[src/ccm_pkg.sv]
/*
  Package for the dual comparator control and mismatch interrupt block:
  control field layout, reset values and the carrier structs.
  Assumes a four-phase instruction clock delivered as phase strobes.
*/
// Functional notes
// Raw result high when plus exceeds minus
// Disabled comparator feeds zero to XOR
// Enable bit powers comparator up or down
// Two-bit field picks inverting input pin
// Codes 00..11 select negative pins 0..3
// Reference bit picks plus input source
// One selects internal reference, zero pin
// Output bit and mirror show output
// Pin driven when enable, direction, on; code ignores on for drive, driving low when off
// Output enable overrides port data latch
// Internal output latched each instruction cycle
// Polarity bit inverts the comparator output
// Speed bit resets to one, normal
// First latch captures on access phase three
// First latch holds until access or reset
// Second latch captures every phase one
// Latch XOR flags mismatch until refreshed
// Writes also refresh first latch
// Detection independent of pin output enable
// Flag set on mismatch rising edge
// Software clears flag by zero, sets by one
// Request needs flag and three enables
// Phase one held high during sleep
// Sync bit latches timer output on fall
// Reset returns control registers to defaults
// Phases as strobes, latches as gated flops
package ccm_pkg;

  localparam int unsigned CCM_NUM = 2;

  // Control register bit positions
  localparam int unsigned CCM_BIT_ON  = 7;
  localparam int unsigned CCM_BIT_OUT = 6;
  localparam int unsigned CCM_BIT_OE  = 5;
  localparam int unsigned CCM_BIT_POL = 4;
  localparam int unsigned CCM_BIT_SP  = 3;
  localparam int unsigned CCM_BIT_REF = 2;
  localparam int unsigned CCM_BIT_CH  = 0;

  // Control register reset value: only speed bit set
  localparam logic [7:0] CCM_CTRL_RST = 8'h08;

  // Shared register bit positions
  localparam int unsigned CCM_SH_MIR1 = 7;
  localparam int unsigned CCM_SH_MIR2 = 6;
  localparam int unsigned CCM_SH_RSEL1 = 5;
  localparam int unsigned CCM_SH_RSEL2 = 4;
  localparam int unsigned CCM_SH_HYS1 = 3;
  localparam int unsigned CCM_SH_HYS2 = 2;
  localparam int unsigned CCM_SH_SYNC1 = 1;
  localparam int unsigned CCM_SH_SYNC2 = 0;
  localparam logic [7:0] CCM_SHARED_RST = 8'h00;

  // Per-comparator control fields
  typedef struct packed {
    logic       cmp_enable_bit;
    logic       cmp_pin_output_enable;
    logic       cmp_invert_select;
    logic       cmp_speed_select;
    logic       cmp_ref_select;
    logic [1:0] cmp_neg_input_select;
  } ccm_ctrl_t;

  // Analog front-end controls for one comparator
  typedef struct packed {
    logic       power_on;
    logic       speed_normal;
    logic       pos_from_ref;
    logic [3:0] neg_pin_onehot;
    logic       ref_from_dac;
    logic       hyst_on;
  } ccm_ana_t;

endpackage

[src/ccm_top.sv]
/*
  Dual comparator control with mismatch interrupt logic.
  Analog comparators sit outside; their raw results arrive as pins and
  are synchronised here. Control bits arrive as plain ports with write
  strobes from the core, which runs a four-phase instruction cycle.
*/
`timescale 1ns/1ns
`default_nettype none
module ccm_top
  import ccm_pkg::*;
#(
  parameter int unsigned N = CCM_NUM
)
(
  input  wire logic            core_clk_i,
  input  wire logic            nrst_i,
  input  wire logic            ce_i,
  input  wire logic [3:0]      phase_i,
  input  wire logic            sleep_i,
  input  wire logic [N-1:0]    raw_cmp_i,
  input  wire logic [N-1:0]    ctrl_rd_i,
  input  wire logic [N-1:0]    ctrl_wr_i,
  input  wire ccm_ctrl_t       ctrl_wdata_i,
  input  wire logic            shared_wr_i,
  input  wire logic [7:0]      shared_wdata_i,
  input  wire logic [N-1:0]    port_direction_bit_i,
  input  wire logic [N-1:0]    port_data_i,
  input  wire logic [N-1:0]    flag_wr_i,
  input  wire logic [N-1:0]    flag_wdata_i,
  input  wire logic [N-1:0]    cmp_int_enable_i,
  input  wire logic            peripheral_int_enable_i,
  input  wire logic            global_int_enable_i,
  input  wire logic            timer_clk_i,
  output logic [7:0]           cmp_one_control_reg_o,
  output logic [7:0]           cmp_two_control_reg_o,
  output logic [7:0]           cmp_shared_control_reg_o,
  output ccm_ana_t [N-1:0]     ana_ctrl_o,
  output logic [N-1:0]         pin_out_o,
  output logic [N-1:0]         pin_oe_o,
  output logic [N-1:0]         cmp_int_flag_o,
  output logic                 irq_o,
  output logic                 wake_o,
  output logic [N-1:0]         timer_gate_o
);

  // Whole block state
  typedef struct packed {
    ccm_ctrl_t [N-1:0] ctrl;
    logic [7:0]        shared;
    logic [N-1:0]      s1;
    logic [N-1:0]      s2;
    logic [N-1:0]      s3;
    logic [N-1:0]      raw;
    logic [2:0]        tck;
    logic [N-1:0]      mm_q;
    logic [N-1:0]      flag;
    logic [N-1:0]      tsync;
    logic [N-1:0]      pin;
    logic [N-1:0]      oe;
    logic              irq;
    logic              wake;
    ccm_ana_t [N-1:0]  ana;
    logic [7:0]        rd1;
    logic [7:0]        rd2;
    logic [7:0]        rdsh;
  } ccm_st_t;

  ccm_st_t       st_q;
  ccm_st_t       st_d;
  logic [N-1:0]  out_comb;
  logic [N-1:0]  out_q;
  logic [N-1:0]  mism;
  logic [N-1:0]  access;
  logic          ph1;
  logic          ph3;
  logic          tfall;

  // Phase strobes from the instruction cycle
  assign ph1 = phase_i[0];
  assign ph3 = phase_i[2];
  // Reads and writes both count as accesses
  assign access = ctrl_rd_i | ctrl_wr_i;
  // Falling edge of timer clock, filtered sample agrees
  assign tfall = (st_q.tck[2] == st_q.tck[1]) && st_q.tck[2]
                 && !st_q.tck[1] ? 1'b0 :
                 (st_q.tck[1] == st_q.tck[0]) && st_q.tck[2]
                 && !st_q.tck[1];

  // One channel per comparator
  genvar g;
  generate
    for (g = 0; g < N; g++) begin : g_unit
      ccm_unit u_unit (
        .core_clk_i (core_clk_i),
        .nrst_i     (nrst_i),
        .ce_i       (ce_i),
        .raw_i      (st_q.raw[g]),
        .on_i       (st_q.ctrl[g].cmp_enable_bit),
        .pol_i      (st_q.ctrl[g].cmp_invert_select),
        .ph1_i      (ph1),
        .ph3_i      (ph3),
        .access_i   (access[g]),
        .sleep_i    (sleep_i),
        .out_comb_o (out_comb[g]),
        .out_q_o    (out_q[g]),
        .mismatch_o (mism[g])
      );
    end
  endgenerate

  // Pack a control register image for reads
  function automatic logic [7:0] ctrl_img(input ccm_ctrl_t c,
                                          input logic o);
    logic [7:0] r;
    r = 8'h00;
    r[CCM_BIT_ON]  = c.cmp_enable_bit;
    r[CCM_BIT_OUT] = o;
    r[CCM_BIT_OE]  = c.cmp_pin_output_enable;
    r[CCM_BIT_POL] = c.cmp_invert_select;
    r[CCM_BIT_SP]  = c.cmp_speed_select;
    r[CCM_BIT_REF] = c.cmp_ref_select;
    r[CCM_BIT_CH+:2] = c.cmp_neg_input_select;
    return r;
  endfunction

  // Next-state logic for the whole block
  always_comb begin
    st_d = st_q;
    // Three-stage synchroniser; change taken when stages 2 and 3 agree
    st_d.s1 = raw_cmp_i;
    st_d.s2 = st_q.s1;
    st_d.s3 = st_q.s2;
    for (int i = 0; i < N; i++) begin
      if (st_q.s2[i] == st_q.s3[i]) begin
        st_d.raw[i] = st_q.s3[i];
      end
    end
    st_d.tck = {st_q.tck[1:0], timer_clk_i};
    for (int i = 0; i < N; i++) begin
      // Control writes land in the cycle after the write strobe, whatever the phase
      if (ctrl_wr_i[i]) begin
        st_d.ctrl[i] = ctrl_wdata_i;
      end
      // Interrupt flag: rising mismatch edge wins over clear
      st_d.mm_q[i] = mism[i];
      if (flag_wr_i[i]) begin
        st_d.flag[i] = flag_wdata_i[i];
      end
      if (mism[i] && !st_q.mm_q[i]) begin
        st_d.flag[i] = 1'b1;
      end
      // Pin drive: output enable overrides port latch
      st_d.oe[i] = st_q.ctrl[i].cmp_pin_output_enable
                   && !port_direction_bit_i[i];
      st_d.pin[i] = st_q.ctrl[i].cmp_pin_output_enable
                    ? (out_comb[i] && st_q.ctrl[i].cmp_enable_bit)
                    : port_data_i[i];
      // Timer gate: follows output, or waits for timer fall if synced
      if (tfall || !((i == 0) ? st_q.shared[CCM_SH_SYNC1]
                               : st_q.shared[CCM_SH_SYNC2])) begin
        st_d.tsync[i] = out_q[i];
      end
      // Analog controls
      st_d.ana[i].power_on     = st_q.ctrl[i].cmp_enable_bit;
      st_d.ana[i].speed_normal = st_q.ctrl[i].cmp_speed_select;
      st_d.ana[i].pos_from_ref = st_q.ctrl[i].cmp_ref_select;
      st_d.ana[i].neg_pin_onehot =
        4'h1 << st_q.ctrl[i].cmp_neg_input_select;
    end
    st_d.ana[0].ref_from_dac = st_q.shared[CCM_SH_RSEL1];
    st_d.ana[0].hyst_on      = st_q.shared[CCM_SH_HYS1];
    if (N > 1) begin
      st_d.ana[N-1].ref_from_dac = st_q.shared[CCM_SH_RSEL2];
      st_d.ana[N-1].hyst_on      = st_q.shared[CCM_SH_HYS2];
    end
    if (shared_wr_i) begin
      st_d.shared = shared_wdata_i;
    end
    st_d.shared[CCM_SH_MIR1] = 1'b0;
    st_d.shared[CCM_SH_MIR2] = 1'b0;
    // Interrupt request and sleep wake
    st_d.irq  = |(st_q.flag & cmp_int_enable_i)
                && peripheral_int_enable_i
                && global_int_enable_i;
    st_d.wake = |(st_q.flag & cmp_int_enable_i)
                && peripheral_int_enable_i;
    // Read images with mirrored outputs
    st_d.rd1 = ctrl_img(st_q.ctrl[0], out_q[0]);
    st_d.rd2 = ctrl_img(st_q.ctrl[N-1], out_q[N-1]);
    st_d.rdsh = st_q.shared;
    st_d.rdsh[CCM_SH_MIR1] = out_q[0];
    st_d.rdsh[CCM_SH_MIR2] = out_q[N-1];
  end

  // State register
  always_ff @(posedge core_clk_i or negedge nrst_i) begin
    if (!nrst_i) begin
      st_q <= '0;
      for (int i = 0; i < N; i++) begin
        st_q.ctrl[i] <= CCM_CTRL_RST[6:0];
      end
      st_q.shared <= CCM_SHARED_RST;
    end else if (ce_i) begin
      st_q <= st_d;
    end
  end

  // Outputs straight from flops
  assign cmp_one_control_reg_o    = st_q.rd1;
  assign cmp_two_control_reg_o    = st_q.rd2;
  assign cmp_shared_control_reg_o = st_q.rdsh;
  assign ana_ctrl_o               = st_q.ana;
  assign pin_out_o                = st_q.pin;
  assign pin_oe_o                 = st_q.oe;
  assign cmp_int_flag_o           = st_q.flag;
  assign irq_o                    = st_q.irq;
  assign wake_o                   = st_q.wake;
  assign timer_gate_o             = st_q.tsync;

endmodule
`default_nettype wire

[src/ccm_unit.sv]
/*
  One comparator channel: polarity, sampled output and mismatch latches.
  Assumes phase strobes and access strobes synchronous to core_clk_i.
*/
`timescale 1ns/1ns
`default_nettype none
module ccm_unit
  import ccm_pkg::*;
(
  input  wire logic core_clk_i,
  input  wire logic nrst_i,
  input  wire logic ce_i,
  input  wire logic raw_i,
  input  wire logic on_i,
  input  wire logic pol_i,
  input  wire logic ph1_i,
  input  wire logic ph3_i,
  input  wire logic access_i,
  input  wire logic sleep_i,
  output logic      out_comb_o,
  output logic      out_q_o,
  output logic      mismatch_o
);

  typedef struct packed {
    logic l1;
    logic l2;
    logic out;
    logic acc;
  } ccm_unit_st_t;

  ccm_unit_st_t st_q;
  ccm_unit_st_t st_d;
  logic         gated;

  // Gate by enable, then polarity XOR
  assign gated      = raw_i & on_i;
  assign out_comb_o = gated ^ pol_i;
  assign out_q_o    = st_q.out;
  assign mismatch_o = st_q.l1 ^ st_q.l2;

  // Latch updates on phase strobes
  always_comb begin
    st_d = st_q;
    if (access_i) begin
      st_d.acc = 1'b1;
    end
    if (ph3_i && (st_q.acc || access_i)) begin
      st_d.l1  = out_comb_o;
      st_d.acc = 1'b0;
    end
    if (ph1_i || sleep_i) begin
      st_d.l2  = out_comb_o;
      st_d.out = out_comb_o;
    end
  end

  // State register, held by clock enable
  always_ff @(posedge core_clk_i or negedge nrst_i) begin
    if (!nrst_i) begin
      st_q <= '0;
    end else if (ce_i) begin
      st_q <= st_d;
    end
  end

endmodule
`default_nettype wire
[config.mk]
export PLATFORM = sky130hd
export DESIGN_NAME = ccm_top
export DESIGN_NICKNAME = d
export VERILOG_FILES = /design/src/ccm_pkg.sv /design/src/ccm_top.sv /design/src/ccm_unit.sv
export SDC_FILE = /design/constraint.sdc
export NUM_CORES = 1
export LEC_CHECK = 0
export ABC_AREA = 1
export BUFFER_PORTS_ARGS = -buffer_cell sky130_fd_sc_hd__buf_2
export CAP_MARGIN = 20
export CORE_MARGIN = 2
export CORE_UTILIZATION = 45
export CTS_CLUSTER_SIZE = 12
export DETAILED_ROUTE_END_ITERATION = 10
export GPL_ROUTABILITY_DRIVEN = 1
export GPL_TIMING_DRIVEN = 0
export HOLD_SLACK_MARGIN = 0.06
export PLACE_DENSITY = 0.7
export SYNTH_ARGS = -nofsm -noshare
export SYNTH_HDL_FRONTEND = slang
export SYNTH_SLANG_ARGS = --single-unit
[constraint.sdc]
create_clock -name core_clk_i -period 1.1 [get_ports core_clk_i]
set_clock_uncertainty 0.05 [all_clocks]
set_input_delay 0.33 -clock core_clk_i [delete_from_list [all_inputs] [get_ports core_clk_i]]
set_output_delay 0.33 -clock core_clk_i [all_outputs]
set_load 0.01 [all_outputs]
# == After elaboration in Yosys (flattened, before gate mapping) ==
# Cells that the tools add are included.
# word_totals
output_inout_bits,52
elab_cells,119
register_bits,91
# op_classes
n_eq_ne,4
mux,11
shifts,2
reduce_logical,45
bitwise_logic,8
# ops
operator,count
AND reduction 2 bit,14
logical AND 1 bit,14
2-to-1 mux 1 bit,11
nonzero test 2 bit,4
<< shifter 1 x 2 -> 4 bit (first input constant),2
zero test 1 bit,7
logical OR 1 bit,5
== test 1 bit,4
XOR 1 bit,4
AND 1 bit,2
AND 2 bit,1
OR 2 bit,1
OR reduction 2 bit,1

# == Depth between registers and ports, before layout ==
# depth
ltp_word,6
ltp_mapped,6
depth_no_buf,6

# == Hierarchy ==
# From an unflattened synthesis, not the netlist that was laid out.
# hier_totals
cells_unflattened,401
area_unflattened_um2,3530.9
# modules_own_cells
module,cells_each,n_inst,seq_area_each_um2,area_per_inst_um2
ccm_top,355,1,1829.3,3205.6
ccm_unit,23,2,75.1,162.7

# == Least setup slack after synthesis ==
# Ideal clock, no wire load.
# synth_path
path_type,input-to-reg
start,input port shared_wr_i
end,register st_q (netlist bit st_d[0])
path_stages,2
slack_ns,0.097
arrival_ns,0.829
path_buffers,0
required_time_ns,0.925
cell_sequence,nand2_1 > mux2_2
# synth_via
elab_chain_len,1
# synth_lines
element,line,rtl
"start, declared",ccm_top.sv:24,"input wire logic shared_wr_i,"
AND reduction 2 bit (no source line),n/a,
"end signal, assigned",ccm_top.sv:204,st_q <= st_d;
"end, declared",ccm_top.sv:68,ccm_st_t st_q;
# Every way passes these cells.
# A chain may end at the register's enable or synchronous reset.

# == Worst setup path in the final report ==
# layout_path
start,register st_q (netlist bit ana_ctrl_o[17])
end,output port ana_ctrl_o[17] (netlist bit)
# layout_rtl
element,line,rtl
"end, declared",ccm_top.sv:37,"output ccm_ana_t [N-1:0] ana_ctrl_o,"
# No word-level cell between the ends.

==> results by group <==
Layout
  – Final Cell Area: 4760 um^2
  – Filler cell count: 669
  – Most frequent cells in the layout: 141 x nand2_1, 77 x buf_6, 77 x dfrtp_1
  – Layout cells sized above 1: 36.4%
  – Final #Nets: 535
  – Final Util: 61.9%
  – Synth-to-layout area growth: 34.4%
  – Final std cells w/o fill: 599
  – Most common cell after layout, fill and taps aside: nand2_1
  – Diodes inserted: 0

Power
  – PwrDens: 1670 nW/um^2
  – Peak VDD IR: 0.848 mV
  – Total power draw: 7.93 mW
  – Leakage: 2.56 nW

Placement
  – Placed insts: 581
  – Hpwl dp: 5060 um
  – Dpl cell area: 4150 um^2
  – Port Buffers: 90
  – Placer's final routability congestion estimate: 0.794

Synth
  – Post-synthesis adder-cell area fraction: 0%
  – Simple-Gate Fraction of Synth Area: 18.6%
  – Syn Nets: 431
  – Ys flop type: dfrtp_1
  – Synth Area in XOR/XNOR: 0.495%
  – Post-synthesis sequential area ratio: 55.9%
  – Post-synthesis mux area share: 1.91%
  – Yosys warnings: 0
  – FF+latch count, synth: 79
  – Main combinational cell family by area after synthesis: simple AND/OR/NAND/NOR gates
  – Mean Syn Cell Area: 9.13 um^2
  – EDFF count, synth: 0
  – FFs w/ async S/R, synth: 100%
  – Post-synthesis compound-gate area fraction: 7.39%
  – Netlist cell types: 24
  – Post-Synthesis Cells: 388
  – Mapped Area: 3540 um^2

Clock tree
  – Clk_lat worst skew: 0.34 ns
  – Root Driver: clkbuf_8
  – CTS Buf Count: 9
  – Clk slew on worst S/H paths: 0.08 ns
  – CTS tree: built
  – Htree depth: 3
  – Bufs on Longest Clock Path: 2
  – Clock sink total: 79

Run
  – Max-cap violations: 0

STA
  – Worst setup slack after layout: -0.291 ns
  – Final Max Slew Viols: 0
  – Final Hold Slack: -0.164 ns
  – Fin crit period: 1.39 ns
  – Max Clock Freq: 0.719 GHz
  – Final hold viol count: 24
  – Worst slew margin: 77.0%
  – Final worst-path cycle share: 126%
  – Worst-Margin Slew: 0.345 ns
  – RSZ-0062 raised after global routing: yes
  – Final number of setup-violating endpoints: 52

Worst setup path
  – Req. time, crit path: 0.72 ns
  – Critical-path top delay cell: dfrtp_1
  – Crit path arrival time: 1.01 ns
  – Critical path type: reg -> out
  – Crit-path max cell delay: 0.43 ns
  – Crit path cell chain: buf_6, buf_6
  – Startpoint types: flip-flop
  – Crit end category: primary output
  – Worst path most repeated cell: buf_6
  – Worst-path maximum fanout: 3

Floorplanning
  – Die Wd: 92.7 um
  – Starting Density: 46.1%
  – I/O Pins: 95
  – Die area: 8590 um^2
  – Core area: 7690 um^2
  – Die height: 92.7 um
  – # rows: 32

Detailed routing
  – Total Wirelength: 7470 um
  – First-pass DRT Iterations: 4
  – DR vias/cell: 4.54
  – Antenna Nets Post-Route: 0
  – WL per Instance: 12.5 um
  – Iteration-0 DRC Markers: 88
  – Vias: 2718
  – DRC viols: 0

Global route
  – Vias in the first global route: 2579
  – Initial antenna violation count: 0
  – GRT overflow: 0
  – GRT Total Usage: 18.3%
  – First-pass GRT wire length: 12300 um
  – Pin count of the biggest net entering global routing: 56

Status
  – Failing checks: hold timing, setup timing
  – Outcome: finished, violations left

Worst hold path
  – Hold WC Path Type: in -> async
[area by class of cell]
| type | instances | area (um^2) | share of cell area (%) |
|---|---|---|---|
| Tap cell | 102 | 128 | 2.68 |
| Inverter | 24 | 90.1 | 1.89 |
| Multi-Input combinational cell | 223 | 1000 | 21.1 |
| Timing Repair Buffer | 119 | 1000 | 21.1 |
| Buffer | 36 | 357 | 7.49 |
| Clock inverter | 5 | 57.6 | 1.21 |
| Sequential cell | 79 | 1980 | 41.6 |
| Clock buffer | 11 | 141 | 2.97 |
[critical path, delay by kind of cell (launching register included)]
family	cells	cell delay, ns
DFF	1	0.43
buffers and inverters	2	0.24
[power by group]
part / switching, mW / leakage, nW / total, mW / internal (mW)
registers: 0.336 / 0.972 / 3.68 / 3.34
clock network: 1.04 / 0.103 / 2.15 / 1.11
logic: 0.832 / 1.48 / 2.10 / 1.27
[flip-flops by register name (all words and copies together) (netlist names)]
name and count:
ana_ctrl_o 10, cmp_int_flag_o 2, cmp_one_control_reg_o 7, cmp_shared_control_reg_o 6, cmp_two_control_reg_o 7, g_unit.u_unit.st_q 6
irq_o 1, pin_oe_o 2, pin_out_o 2, st_d 26, st_q 7, timer_gate_o 2
wake_o 1
[path summary, 6_finish.rpt]
path,start,to,slack [ns],depth (start not counted)
max in group asynchronous,nrst_i,st_d[11],0.54,2
hold / removal,nrst_i,cmp_shared_control_reg_o[1],-0.16,1
hold reg to reg,st_d[5],cmp_shared_control_reg_o[5],0.43,2
setup / recovery,ana_ctrl_o[17],ana_ctrl_o[17],-0.29,2
min in group core_clk_i,raw_cmp_i[1],st_d[62],0.14,3
setup reg to reg,st_d[55],timer_gate_o[0],0.09,4
[through the flow]
stage               setup WS (ns)  TNS [ns]
finish                     -0.291    -10.53
global route               -0.326    -12.13
CTS                        -0.293    -11.18
detailed placement         -0.270     -8.19
global placement           -0.900    -76.99
floorplan                  0.0967         0
[routing by layer]
metal  vias up  part of all wire (%)  global-route usage, %
li1       1374                     -                      -
met1      1261                    46                   25.2
met2        74                    48                   29.7
met3         9                   5.3                   3.17
met4         0                   1.2                   5.88
met5         -                     0                      0
[cell usage after synthesis, types with 2 or more instances]
| master | count | area (um^2) |
|---|---|---|
| nand2_1 | 141 | 529 |
| mux2_2 | 6 | 67.6 |
| or2_1 | 2 | 12.5 |
| buf_2 | 5 | 25.0 |
| o21a_1 | 2 | 15.0 |
| dfrtp_1 | 77 | 1930 |
| buf_4 | 51 | 383 |
| o211a_1 | 2 | 20.0 |
| nand3_1 | 12 | 60.1 |
| dfstp_2 | 2 | 52.6 |
| o21ai_0 | 30 | 150 |
| nor2_1 | 10 | 37.5 |
| o21ai_1 | 4 | 20.0 |
| buf_6 | 5 | 56.3 |
| inv_1 | 23 | 86.3 |
| a21oi_1 | 8 | 40.0 |
[cells by family after synthesis]
kind of cell / after synthesis
and+or+nand+nor: 167
buffers and inverters: 86
DFF: 79
AOI/OAI and AO/OA: 48
muxes: 6
xor gates and xnor gates: 2
[what timing repair did]
item                                    in CTS  in global routing
gates cloned                                 0                  0
endpoints found under the hold margin       24                 24
resized for setup                           53                 21
endpoints found under the setup margin      52                 61
buffers inserted                            18                 10
Power figures use the tool's default switching activity.
